## src/rtl/bsw_consts.svh

```systemverilog
`ifndef BSW_CONSTS_SVH
`define BSW_CONSTS_SVH

// Byte offsets on the register bus
`define BSW_OFF_SEC_STATUS 8'h1c
`define BSW_OFF_MEM_WIN 8'h20
`define BSW_OFF_PF_WIN 8'h24
`define BSW_OFF_PF_HIGH 8'h28
`define BSW_OFF_CTRL 8'h40
`define BSW_OFF_IRQ_MASK 8'h44
`define BSW_OFF_IRQ_STAT 8'h48

// Secondary status bit positions within the word
`define BSW_B_M66 21
`define BSW_B_FBB 23
`define BSW_B_MDPE 24
`define BSW_B_DEVSEL_LO 25
`define BSW_B_STA 27
`define BSW_B_RTA 28
`define BSW_B_RMA 29
`define BSW_B_RSE 30
`define BSW_B_DPE 31
`define BSW_DEVSEL_MEDIUM 2'h1

// Sticky flag indices (same layout in irq status and mask)
`define BSW_F_MDPE 0
`define BSW_F_STA 1
`define BSW_F_RTA 2
`define BSW_F_RMA 3
`define BSW_F_RSE 4
`define BSW_F_DPE 5
`define BSW_NFLAGS 6

// Window register layout
`define BSW_BASE_LO 4
`define BSW_LIMIT_LO 20
`define BSW_ADDR64_CODE 4'h1
`define BSW_CTRL_PEN 0

`endif

```

## src/rtl/bsw_pkg.sv

```systemverilog
package bsw_pkg;
  `include "bsw_consts.svh"

  typedef enum logic [1:0] {
    BSW_IDLE = 2'h0,
    BSW_WRDATA = 2'h1,
    BSW_RDWAIT = 2'h3,
    BSW_RDDONE = 2'h2
  } bsw_phase_t;

  // Secondary bus events, each a one-cycle pulse or level per cycle
  typedef struct packed {
    logic rdParityErr;
    logic sendingWrite;
    logic splitWrParityErr;
    logic signaledTargetAbort;
    logic receivedTargetAbort;
    logic receivedMasterAbort;
    logic parityErrDetected;
  } bsw_evt_t;

  // Window settings presented to the forwarding logic
  typedef struct packed {
    logic [11:0] memBase;
    logic [11:0] memLimit;
    logic [11:0] pfBase;
    logic [11:0] pfLimit;
    logic [31:0] pfBaseHigh;
    logic parityRespEn;
  } bsw_win_t;

  typedef struct packed {
    bsw_phase_t phase;
    logic [7:0] addr;
    logic [31:0] hrdata;
    logic [`BSW_NFLAGS-1:0] flags;
    logic [`BSW_NFLAGS-1:0] irqStat;
    logic [`BSW_NFLAGS-1:0] irqMask;
    bsw_win_t win;
  } bsw_state_t;
endpackage

```

## src/rtl/bsw_regs.sv

```systemverilog
// The AHB-Lite interface to the registers was decided locally.
`timescale 1ns/1ps
// Contract
// - Status bit 21 reads constant one
// - Status bit 23 reads constant one
// - Read parity error sets bit 24 if enabled
// - Parity pin during write sets bit 24 if enabled
// - Split message write parity sets bit 24 if enabled
// - Status bits 26:25 read constant 01
// - Signalled target abort sets bit 27
// - Received target abort sets bit 28
// - Received master abort sets bit 29
// - System error pin sets bit 30
// - Detected parity error sets bit 31 always
// - Prefetch nibbles read 0001 both halves
// - Writable prefetch base in 15:4
// - Writable prefetch limit in 31:20
// - Writable upper base word, resets zero
module bsw_regs (
  // Clock and reset
  input wire logic clk,
  input wire logic rst,
  // AHB-Lite slave
  input wire logic hsel,
  input wire logic [31:0] haddr,
  input wire logic [1:0] htrans,
  input wire logic hwrite,
  input wire logic [2:0] hsize,
  input wire logic [31:0] hwdata,
  input wire logic hready,
  output logic hreadyout,
  output logic hresp,
  output logic [31:0] hrdata,
  // Secondary bus observations
  input wire bsw_pkg::bsw_evt_t evt,
  input wire logic secondaryParityErrorPinN,
  input wire logic systemErrorPinN,
  // Window settings and interrupt
  output bsw_pkg::bsw_win_t win,
  output logic irq
);
  import bsw_pkg::*;
  `include "bsw_consts.svh"

  bsw_state_t s;
  bsw_state_t next_s;
  logic [`BSW_NFLAGS-1:0] setEv;

  // Status word as software sees it; I/O base/limit half belongs elsewhere
  function automatic logic [31:0] statusWord(input logic [`BSW_NFLAGS-1:0] f);
    logic [31:0] w;
    w = 32'h0;
    w[`BSW_B_M66] = 1'b1;
    w[`BSW_B_FBB] = 1'b1;
    w[`BSW_B_DEVSEL_LO +: 2] = `BSW_DEVSEL_MEDIUM;
    w[`BSW_B_MDPE] = f[`BSW_F_MDPE];
    w[`BSW_B_STA] = f[`BSW_F_STA];
    w[`BSW_B_RTA] = f[`BSW_F_RTA];
    w[`BSW_B_RMA] = f[`BSW_F_RMA];
    w[`BSW_B_RSE] = f[`BSW_F_RSE];
    w[`BSW_B_DPE] = f[`BSW_F_DPE];
    return w;
  endfunction

  function automatic logic [31:0] readMux(input bsw_state_t c);
    logic [31:0] w;
    w = 32'h0;
    case (c.addr)
      `BSW_OFF_SEC_STATUS: begin
        w = statusWord(c.flags);
      end
      `BSW_OFF_MEM_WIN: begin
        w = {c.win.memLimit, 4'h0, c.win.memBase, 4'h0};
      end
      `BSW_OFF_PF_WIN: begin
        w = {c.win.pfLimit, `BSW_ADDR64_CODE, c.win.pfBase, `BSW_ADDR64_CODE};
      end
      `BSW_OFF_PF_HIGH: begin
        w = c.win.pfBaseHigh;
      end
      `BSW_OFF_CTRL: begin
        w[`BSW_CTRL_PEN] = c.win.parityRespEn;
      end
      `BSW_OFF_IRQ_MASK: begin
        w[`BSW_NFLAGS-1:0] = c.irqMask;
      end
      `BSW_OFF_IRQ_STAT: begin
        w[`BSW_NFLAGS-1:0] = c.irqStat;
      end
      default: begin
        w = 32'h0;
      end
    endcase
    return w;
  endfunction

  always_comb begin
    setEv = '0;
    // Enable gates only the master parity flag, not the detected one
    setEv[`BSW_F_MDPE] = s.win.parityRespEn & (evt.rdParityErr
      | (evt.sendingWrite & ~secondaryParityErrorPinN)
      | evt.splitWrParityErr);
    setEv[`BSW_F_STA] = evt.signaledTargetAbort;
    setEv[`BSW_F_RTA] = evt.receivedTargetAbort;
    setEv[`BSW_F_RMA] = evt.receivedMasterAbort;
    setEv[`BSW_F_RSE] = ~systemErrorPinN;
    setEv[`BSW_F_DPE] = evt.parityErrDetected;
  end

  always_comb begin
    next_s = s;
    // Clears are applied before sets so a colliding event survives
    if (s.phase == BSW_WRDATA) begin
      case (s.addr)
        `BSW_OFF_SEC_STATUS: begin
          next_s.flags = s.flags & ~{hwdata[`BSW_B_DPE:`BSW_B_STA], hwdata[`BSW_B_MDPE]};
        end
        `BSW_OFF_MEM_WIN: begin
          next_s.win.memBase = hwdata[`BSW_BASE_LO +: 12];
          next_s.win.memLimit = hwdata[`BSW_LIMIT_LO +: 12];
        end
        `BSW_OFF_PF_WIN: begin
          next_s.win.pfBase = hwdata[`BSW_BASE_LO +: 12];
          next_s.win.pfLimit = hwdata[`BSW_LIMIT_LO +: 12];
        end
        `BSW_OFF_PF_HIGH: begin
          next_s.win.pfBaseHigh = hwdata;
        end
        `BSW_OFF_CTRL: begin
          next_s.win.parityRespEn = hwdata[`BSW_CTRL_PEN];
        end
        `BSW_OFF_IRQ_MASK: begin
          next_s.irqMask = hwdata[`BSW_NFLAGS-1:0];
        end
        default: begin
        end
      endcase
    end
    // Read data is taken a cycle late so a just-written value is seen
    if (s.phase == BSW_RDWAIT) begin
      next_s.hrdata = readMux(s);
      if (s.addr == `BSW_OFF_IRQ_STAT) begin
        next_s.irqStat = '0;
      end
    end
    next_s.flags = next_s.flags | setEv;
    next_s.irqStat = next_s.irqStat | setEv;
    case (s.phase)
      BSW_RDWAIT: begin
        next_s.phase = BSW_RDDONE;
      end
      default: begin
        if (hsel && htrans[1] && hready) begin
          next_s.addr = {haddr[7:2], 2'h0};
          next_s.phase = hwrite ? BSW_WRDATA : BSW_RDWAIT;
        end else begin
          next_s.phase = BSW_IDLE;
        end
      end
    endcase
  end

  always_ff @(posedge clk or posedge rst) begin
    if (rst) begin
      s <= '0;
    end else begin
      s <= next_s;
    end
  end

  assign hreadyout = (s.phase != BSW_RDWAIT);
  assign hresp = 1'b0;
  assign hrdata = s.hrdata;
  assign win = s.win;
  assign irq = |(s.irqStat & s.irqMask);

  logic rdStatus;
  logic rdPf;
  assign rdStatus = (s.phase == BSW_RDDONE) && (s.addr == `BSW_OFF_SEC_STATUS);
  assign rdPf = (s.phase == BSW_RDDONE) && (s.addr == `BSW_OFF_PF_WIN);

  // Decoded phases shared by the checks below
  logic wrPhase;
  logic rdWait;
  logic rdDone;
  logic wrStatus;
  logic [`BSW_NFLAGS-1:0] clrBits;
  assign wrPhase = (s.phase == BSW_WRDATA);
  assign rdWait = (s.phase == BSW_RDWAIT);
  assign rdDone = (s.phase == BSW_RDDONE);
  assign wrStatus = wrPhase && (s.addr == `BSW_OFF_SEC_STATUS);
  assign clrBits = {hwdata[`BSW_B_DPE:`BSW_B_STA], hwdata[`BSW_B_MDPE]};
endmodule

```

## config.mk

```make
export PLATFORM = sky130hd
export DESIGN_NAME = bsw_regs
export DESIGN_NICKNAME = d
export VERILOG_FILES = /design/src/rtl/bsw_pkg.sv /design/src/rtl/bsw_regs.sv
export VERILOG_INCLUDE_DIRS = /design/src /design/src/rtl
export SDC_FILE = /design/constraint.sdc
export NUM_CORES = 1
export LEC_CHECK = 0
export BUFFER_PORTS_ARGS = -buffer_cell sky130_fd_sc_hd__buf_2
export CAP_MARGIN = 20
export CORE_MARGIN = 5
export CORE_UTILIZATION = 29
export CTS_CLUSTER_SIZE = 12
export DETAILED_ROUTE_END_ITERATION = 10
export PLACE_DENSITY_LB_ADDON = 0.12
export SKIP_CTS_REPAIR_TIMING = 1
export SLEW_MARGIN = 20
export SYNTH_ARGS = -nofsm -noshare
export SYNTH_HDL_FRONTEND = slang
export SYNTH_SLANG_ARGS = --single-unit
```

## constraint.sdc

```tcl
create_clock -name clk -period 7.6 [get_ports clk]
set_input_delay 0.38 -clock clk [delete_from_list [all_inputs] [get_ports clk]]
set_output_delay 0.38 -clock clk [all_outputs]
set_load 0.01 [all_outputs]
```

=== After elaboration in Yosys (flattened, before gate mapping) ===
Cells that the tools add are included.

* Add/sub/neg operators: 0
* Multipliers: 0
* Div/mod/pow operators: 0
* Magnitude comparators: 0
* Equality and inequality tests: 10
* Shifts and indexed selects: 0
* Multiplexer cells: 10
* Bitwise operators: 12
* Reductions and logical operators: 9

{| class="wikitable"
|+ Operator list
! kind !! number
|-
| case mux 26 bit (4 select lines) || 1
|-
| case mux 5 bit (5 select lines) || 1
|-
| two-way mux 6 bit || 4
|-
| equality test 6 x 4 -> 1 bit, second input constant || 3
|-
| equality test 6 x 5 -> 1 bit, second input constant || 3
|-
| bitwise AND 6 bit || 2
|-
| bitwise OR 6 bit || 2
|-
| AND reduction 2 bit || 6
|-
| equality test 6 x 3 -> 1 bit, second input constant || 1
|-
| two-way mux 2 bit || 3
|-
| NOT 6 bit || 1
|-
| OR reduction 6 bit || 1
|-
| case mux 1 bit (5 select lines) || 1
|-
| NOT 1 bit || 3
|-
| bitwise AND 1 bit || 2
|-
| equality test 2 x 1 -> 1 bit, second input constant || 1
|-
| equality test 2 bit, second input constant || 1
|-
| logical AND 1 bit || 2
|-
| inequality test 2 bit, second input constant || 1
|-
| bitwise OR 1 bit || 2
|}

* Register bits: 139
* Bits in latches: 0
* Bits in writable memories: 0
* ROM bits: 0
* Memories: 0

=== Longest topological paths before layout ===
Gate-level depths: netlist (run 1).

* Word-level depth: 6
* Mapped depth: 7
* Depth with buffers taken out: 4

=== Worst setup path before layout (run 1) ===
Ideal clock, no wire load.

* Kind: register to register
* Start: register s[138] (netlist bit)
* End: register s, in the netlist win[10]
* Library setup time: 125 ps
* Arrival: 1544 ps
* Required time: 7475 ps
* Slack: 5931 ps
* Cell stages (with the launch flop): 8
* Period minus slack after synthesis: 1669 ps
* Cell sequence: dfrtp_1 > buf_6 > nor4b_2 > and2_1 > buf_6 > nand2_8 > buf_12 > mux2_4

* Word-level cells in the longest chain between the ends: 2

{| class="wikitable"
|+ Ends and longest elaborated chain
! what !! line !! text
|-
| from (decl) || bsw_regs.sv:45 || <nowiki>bsw_state_t s;</nowiki>
|-
| from (signal assigned) || bsw_regs.sv:167 || <nowiki>s <= next_s;</nowiki>
|-
| equality test 6 x 4 -> 1 bit || bsw_regs.sv:114 || <nowiki>case (s.addr)</nowiki>
|-
| AND reduction 2 bit (no source line) || n/a ||
|}

Every way passes these cells.
A chain may end at the register's enable or synchronous reset.

=== Final worst setup path (run 1) ===
* Start: register s[133] (netlist bit)
* End: register s, in the netlist win[40]

The elaborated chain is that of the path after synthesis.

==> results of run 1 <==
-- registers in the layout (all words and copies together) (netlist names) --
| signal | count |
|---|---|
| win | 81 |
| s | 26 |
| hrdata | 32 |
-- through the flow --
stage | hold WS, ns | instances | setup slack, ns | area (sq um)
3_5_place_dp | 0.468 | 938 | 4.47 | 7410
6_report | 0.0430 | 969 | 4.49 | 8040
4_1_cts | 0.0589 | 968 | 4.45 | 8040
2_1_floorplan | 0.448 | 585 | 3.50 | 7200
3_3_place_gp | 0.459 | 938 | 4.45 | 7410
5_1_grt | 0.0909 | 969 | 4.30 | 8040
-- critical path, stage by stage, from the launching register on --
cell and delay (ns):
dfrtp_2 0.63, buf_4 0.49, nor2b_1 0.69, nand3_4 0.64, mux2_4 0.51
-- final cells by class --
type,instances,area (sq um)
fill,2494,16300
multi-input combinational,302,2650
antenna,1,2.50
clock buffer,19,453
clock inverter,11,170
inverter,1,8.76
sequential,139,3480
tap,324,405
timing repair buffer,172,877
-- placed cells by master (no fill, tap or decap), drive strengths merged, types with 2 or more instances in the layout --
cell	count
dfrtp	139
nand3	7
nor4b	3
o2bb2ai	5
nor2	22
nand3b	2
o21ai	34
mux2	93
a22o	5
bufinv	4
a21o	11
a21oi	26
mux2i	25
clkbuf	19
clkinv	4
buf	172
nor2b	4
a22oi	14
nand2	40
clkinvlp	3
-- where the power goes --
group | switching [mW] | leakage, nW | total, mW | internal [mW]
logic | 0.218 | 1.93 | 0.450 | 0.232
registers | 0.103 | 1.66 | 0.940 | 0.836
clock network | 0.327 | 0.297 | 0.890 | 0.563
-- cells by family (layout without fill, tap and decap cells) --
| group | count (synthesis) | count (layout) | share of synthesized area (%) |
|---|---|---|---|
| compound gates | 100 | 100 | 8.65 |
| buf+inv | 144 | 203 | 15.1 |
| flops | 139 | 139 | 48.3 |
| mux | 118 | 118 | 21.7 |
| other cells | 1 | 2 | 0.0521 |
| simple gates | 83 | 83 | 6.29 |
-- routing by layer --
| metal | track usage (%) | routed length (microns) | vias to the layer above |
|---|---|---|---|
| li1 | - | - | 2022 |
| met1 | 19.0 | 9230 | 2236 |
| met2 | 23.2 | 9670 | 104 |
| met3 | 2.66 | 678 | 11 |
| met4 | 5.22 | 188 | 0 |
| met5 | 0 | 0 | - |
-- worst paths after layout --
path,startpoint,end,slack [ns],cells past startpoint
max,s[133]$_DFFE_PP0P_,win[40]$_DFFE_PP0P_,4.49,4
max in group asynchronous,rst,s[133]$_DFFE_PP0P_,6.39,3
min,rst,win[59]$_DFFE_PP0P_,0.04,2
min reg2reg,hrdata[9]$_DFFE_PP0P_,hrdata[9]$_DFFE_PP0P_,0.47,2
max reg2reg,s[133]$_DFFE_PP0P_,win[40]$_DFFE_PP0P_,4.49,4
min in group clk,systemErrorPinN,s[91]$_DFF_PP0_,0.17,2
==> out/metrics.cfg, run 1 <==
[sta]
hold_violations=0
timing.fmax_mhz=322
slew_viol_final=0
setup_viol=0
finalClockSkew_ns=0.00963
slew_headroom_pct=30.1
min_period_over_period_pct=40.9
fin_tns_setup_ns=0
worst_slew_pin_slew_ns=1.04
grt_setup_unrepaired=no
period_minus_slack_ns=3.11

[clocking]
clk_path_buf_depth=2
clk-insertion-delay-late_ns=0.42
htreeDepth=4
cts-root-buf=clkbuf_16
clkTransAtPathRegs_ns=0.06
clock-sinks=139
cts_made_buffers=17
cts_tree=built

[global_route]
grt_overflow=0
grt_use_total_pct=14.3
grt_pass1_vias=4920
grt_pass1_wl_microns=30700
antenna_found_initial=1
grt_max_degree=74

[floorplanning]
start_util_pct=29.5
io_pins=199
chipWidth_microns=168
num_rows=57
die_y_microns=168
die_area_sq_mm=0.0281
coreArea_sq_mm=0.0244

[logic_synthesis]
yosysMostFrequentCell=dfrtp_1
synth_cells=585
yosys_warnings=0
syn-num-nets=668
synth_edf_count=0
yosysTopAreaCell=dfrtp_1
netlist_area_sq_mm=0.00720
syn_avg_cell_area_sq_um=12.3
synth_top_area_share_pct=48.3
yosysSeqAreaShare_pct=48.3
async_flop_share_pct=100
synthTopCellsByArea=dfrtp_1, mux2_4, buf_4
synth_common_cells=dfrtp_1, buf_4, mux2_4
synthFlopType=dfrtp_1
synth_cell_type_count=38
synth-seq-cells=139

[worst_setup_path]
crit_fanout=24
worstPathRequired_ns=7.90
crit_path_start_kind=flip-flop
endpoint_kind=flip-flop
crit_type=reg2reg
cp.arrival_ns=3.41

[run]
maxCapViolCount=0

[placement]
io_buffers=167
place_congestion=0.728
place_hpwl_microns=13100

[detailed_routing]
via_per_inst=4.51
drc=0
drt-total-wl_microns=19800
dr.pass1.iters=5
postRouteAntennaNets=0
drtIter0Drc=209
wl_per_cell_microns=20.4
vias=4373

[final_layout]
synthToLayoutAreaGrowth_pct=11.7
nNetsFinal=716
drive_above_1_share_pct=47.7
fin_util_pct=33.0

[power_and_ir_drop]
total_power_mw=2.28
ir_drop_mv=0.104
power.density_mw_per_mm2=283
leakage_nw=3.89

[run_status]
status=complete, no violations

[hold_path]
hold_class=in2async

No activity file was read; power rests on OpenSTA's default activity.
==> run 2, diff against run 1 <==
- ABC_AREA: not set -> 1
- clock period: 7.6 -> 2.8 ns (I/O delays scaled with it)
==> out/metrics.cfg, run 2 <==
[final_layout]
num_antenna_cells=0
n_fill_cell=2586
stdcell_area_sq_mm=0.00805
nNetsFinal=987
largest_reg_flops=81
drive_above_1_share_pct=25.7
final_common_cell=nand2_1
synthToLayoutAreaGrowth_pct=16.9
layout_common_cells=nand2_1, buf_2, dfrtp_1

[logic_synthesis]
synth_top_area_share_pct=50.5
syn-num-nets=913
yosysSeqAreaShare_pct=50.5
yosys_warnings=0
synth_common_cells=nand2_1, dfrtp_1, buf_4
synth_edf_count=0
yosysMostFrequentCell=nand2_1
async_flop_share_pct=100
synth-seq-cells=139
synthTopCellsByArea=dfrtp_1, nand2_1, buf_4
synth_cell_type_count=27
syn_avg_cell_area_sq_um=8.30
yosysTopAreaCell=dfrtp_1
synth_cells=830
netlist_area_sq_mm=0.00689
synthFlopType=dfrtp_1

[detailed_routing]
dr.pass1.iters=4
via_per_inst=4.29
drc=0
drt-total-wl_microns=20100
drtIter0Drc=324
wl_per_cell_microns=16.2
vias=5306
postRouteAntennaNets=0

[placement]
placed_cell_area_sq_mm=0.00725
dp_slack_ns=0.857
io_buffers=167
place_congestion=0.775
place_hpwl_microns=14100

[power_and_ir_drop]
seq_power_share_pct=42.4
pwr-share-comb_pct=19.8
power.density_mw_per_mm2=790
clockPowerShare_pct=37.8
ir_drop_mv=0.301
swShare_pct=30.4
p_int_mw=4.43
switchingPower_mw=1.93
leakage_nw=4.32

[worst_setup_path]
cpMostUsedCell=nand2_1
cp.arrival_ns=2.26
cp_slowest_cell=dfrtp_1
crit_type=reg2reg
crit_fanout=13
cp_cell_sequence=nor2_4 > nand2_4 > nor2_4 > buf_4 > nand2_1 > nand2_1 > o21ai_0 > nand2_1
crit_path_start_kind=flip-flop
worstPathRequired_ns=3.15
endpoint_kind=flip-flop
slowest_delay_ns=0.44

[clocking]
cts_made_buffers=17
cts-root-buf=clkbuf_16
clock-sinks=139
clk-insertion-delay-late_ns=0.41
htreeDepth=4
clkTransAtPathRegs_ns=0.06
cts_tree=built
clk_path_buf_depth=2

[sta]
period_minus_slack_ns=1.91
fin_tns_setup_ns=0
timing.fmax_mhz=524
setup_viol=0
finalClockSkew_ns=0.00774
fin_ws_ns=0.893
hold_violations=3
slew_headroom_pct=53.9
holdWs_ns=-0.0288
slew_viol_final=0
grt_setup_unrepaired=no
min_period_over_period_pct=68.1
worst_slew_pin_slew_ns=0.690

[floorplanning]
coreArea_sq_mm=0.0234
num_rows=56
die_y_microns=164
chipWidth_microns=164
start_util_pct=29.4
io_pins=199
die_area_sq_mm=0.0269

[run]
maxCapViolCount=0

[run_status]
status=finished, violations left
violations=hold timing

[global_route]
grt_use_total_pct=15.2
grt_pass1_vias=5252
antenna_found_initial=0
grt_max_degree=55
grt_pass1_wl_microns=31000
grt_overflow=0

[hold_path]
hold_class=in2reg

-- run 2: final timing paths --
check / start / endpoint / slack [ns] / depth (start not counted)
min in group asynchronous: rst / win[36]$_DFFE_PP0P_ / 0.23 / 3
worst max-delay path: s[138]$_DFFE_PP0P_ / hrdata[31]$_DFFE_PP0P_ / 0.89 / 8
worst min-delay path: hwdata[19] / win[20]$_DFFE_PP0P_ / -0.03 / 3
worst min register to register: hrdata[21]$_DFFE_PP0P_ / hrdata[21]$_DFFE_PP0P_ / 0.47 / 2
worst max register to register: s[138]$_DFFE_PP0P_ / hrdata[31]$_DFFE_PP0P_ / 0.89 / 8
max in group asynchronous: rst / win[46]$_DFFE_PP0P_ / 1.61 / 4
-- run 2: metrics by stage --
| stage | power [mW] | utilization (%) | hold WS, ns | cells |
|---|---|---|---|---|
| final | 6.36 | 34.4 | -0.0288 | 1236 |
| after global routing | 6.75 | 34.4 | 0.00690 | 1236 |
| after CTS | 6.45 | 33.6 | -0.332 | 1218 |
| after detailed placement | 4.00 | 31.0 | 0.121 | 1186 |
| after global placement | 3.99 | 31.0 | 0.124 | 1186 |
| after floorplan | 3.82 | - | 0.224 | 830 |
-- run 2: logic make-up after synthesis --
logic type | count (synthesis) | share of synthesized area [%]
AO/OA/AOI/OAI | 125 | 9.75
buffers and inverters | 209 | 18.6
flip-flops | 139 | 50.5
other | 1 | 0.0544
AND/OR/NAND/NOR | 356 | 21.1
-- run 2: cell type report --
cell class,count,area (sq um),share of cell area [%]
flip-flops and latches,139,3480,43.2
multi-input cells,482,2130,26.5
repair buffers,202,1180,14.7
clock buffers,19,453,5.62
well taps,319,399,4.96
inverters,62,236,2.94
clock inverters,13,173,2.14
-- run 2: power groups by stage --
stage | Sequential (mW) | Clock, mW | Combinational [mW]
after floorplan | 2.64 | 0 | 1.18
after global routing | 2.76 | 2.56 | 1.43
after global placement | 2.74 | 0 | 1.26
after CTS | 2.71 | 2.48 | 1.27
after detailed placement | 2.74 | 0 | 1.27
final | 2.70 | 2.41 | 1.26
-- run 2: critical path: cells and delay by family, from the launching register on --
| kind | cells | cell delay (ns) |
|---|---|---|
| AND/OR/NAND/NOR | 6 | 0.98 |
| flip-flops | 1 | 0.44 |
| buffers and inverters | 1 | 0.31 |
| AO/OA/AOI/OAI | 1 | 0.11 |
-- run 2: per-layer routing --
| layer | global-route usage (%) | up-vias | wire [microns] |
|---|---|---|---|
| li1 | - | 2651 | - |
| met5 | 0 | - | 0 |
| met3 | 3.86 | 9 | 1290 |
| met1 | 21.5 | 2503 | 9610 |
| met2 | 23.8 | 143 | 9020 |
| met4 | 3.16 | 0 | 142 |
==> run 3, diff against run 2 <==
- clock period: 2.8 -> 1.85 ns (I/O delays scaled with it)
==> out/metrics.cfg, run 3 (synthesis results as in run 2) <==
[floorplanning]
coreArea_sq_mm=0.0234
die_y_microns=164
num_rows=56
chipWidth_microns=164
die_area_sq_mm=0.0269
io_pins=199
start_util_pct=29.4

[detailed_routing]
drc=0
vias=5403
drt-total-wl_microns=20300
dr.pass1.iters=5
wl_per_cell_microns=16.1
via_per_inst=4.27
postRouteAntennaNets=0
drtIter0Drc=389

[final_layout]
drive_above_1_share_pct=26.0
largest_reg_flops=81
fin_util_pct=35.8
nNetsFinal=1017
layout_common_cells=nand2_1, buf_2, dfrtp_1
num_antenna_cells=0
final_common_cell=nand2_1
synthToLayoutAreaGrowth_pct=21.7

[sta]
finalClockSkew_ns=0.00739
fin_tns_setup_ns=0
holdWs_ns=-0.0204
grt_setup_unrepaired=no
timing.fmax_mhz=612
hold_violations=10
min_period_over_period_pct=88.3
setup_viol=0
worst_slew_pin_slew_ns=0.516
slew_headroom_pct=65.3
slew_viol_final=0
period_minus_slack_ns=1.63

[global_route]
grt_overflow=0
antenna_found_initial=0
grt_max_degree=72
grt_pass1_wl_microns=31100
grt_pass1_vias=5221
grt_use_total_pct=15.3

[power_and_ir_drop]
ir_drop_mv=0.532
leakage_nw=4.46
power.density_mw_per_mm2=1170

[run_status]
status=finished, violations left
violations=hold timing

[placement]
place_congestion=0.792
place_hpwl_microns=14100
io_buffers=167

[worst_setup_path]
crit_fanout=48
crit_path_start=s[136]$_DFFE_PP0P_
worstReg2RegStart=s[136]$_DFFE_PP0P_
crit_type=reg2reg
endpoint_kind=flip-flop
crit_path_start_kind=flip-flop
worstPathRequired_ns=2.15
cp.arrival_ns=1.93
reg2reg_setup_slack_ns=0.22

[hold_path]
hp-start=htrans[1]
hold_class=in2reg

[run]
maxCapViolCount=0

[clocking]
clk_path_buf_depth=2
cts_tree=built
cts-root-buf=clkbuf_16
clkTransAtPathRegs_ns=0.06
htreeDepth=4
cts_made_buffers=17
clk-insertion-delay-late_ns=0.42
clock-sinks=139

run 3: changes by cell type in the layout (fill, tap and decap cells not counted), sizes merged:
| cell | before | now |
|---|---|---|
| dlygate4sd3 | 18 | 37 |
| buf | 184 | 195 |
| clkinv | 9 | 5 |
| clkbuf | 19 | 21 |
| clkinvlp | 1 | 2 |
| inv | 61 | 62 |
run 3: worst paths after layout:
| check | end | cells past startpoint |
|---|---|---|
| setup / recovery | win[44]$_DFFE_PP0P_ | 8 |
| hold / removal | s[140]$_DFF_PP0_ | 3 |
| setup reg to reg | win[44]$_DFFE_PP0P_ | 8 |
| hold reg to reg | hrdata[15]$_DFFE_PP0P_ | 2 |
| max in group asynchronous | win[43]$_DFFE_PP0P_ | 4 |
| min in group asynchronous | hrdata[25]$_DFFE_PP0P_ | 3 |
run 3: worst max-delay path, stage by stage, from the launching register on:
cell and delay (ns):
dfrtp_1 0.36, inv_1 0.08, nor2_1 0.17, nand2_4 0.12, nor2_8 0.27, nand2_2 0.10, buf_12 0.18, nand2_1 0.12
o21ai_2 0.05
run 3: power by group:
group          internal (mW)  total, mW  switching [mW]
clock network           2.36       3.72            1.36
registers               3.61       4.08           0.470
logic                  0.840       1.99            1.15
run 3: per-stage QoR:
| stage | instance area (sq um) | setup slack (ns) | hold slack, ns | instances | power [mW] |
|---|---|---|---|---|---|
| 5_1_grt | 8390 | 0.0435 | 0.0000937 | 1266 | 10.4 |
| 3_3_place_gp | 7380 | 0.247 | 0.0803 | 1197 | 6.08 |
| 2_1_floorplan | 6900 | 0.0224 | 0.177 | 830 | 5.78 |
| 3_5_place_dp | 7380 | 0.220 | 0.0820 | 1197 | 6.10 |
| 6_report | 8390 | 0.216 | -0.0204 | 1266 | 9.79 |
| 4_1_cts | 8020 | 0.206 | -0.377 | 1229 | 9.88 |
run 3: area by class of cell:
cell class / instances / area (sq um)
Fill cell: 2516 / 15000
Multi-Input combinational cell: 482 / 2130
Tap cell: 319 / 399
Sequential cell: 139 / 3480
Clock buffer: 21 / 470
Timing Repair Buffer: 232 / 1500
Clock inverter: 11 / 165
Inverter: 62 / 236
run 3: metal layers:
metal | global-route usage, % | vias up | routed length [microns]
li1 | - | 2709 | -
met1 | 21.7 | 2534 | 9760
met2 | 23.5 | 143 | 9280
met3 | 3.31 | 17 | 1120
met4 | 4.38 | 0 | 177
met5 | 0 | - | 0
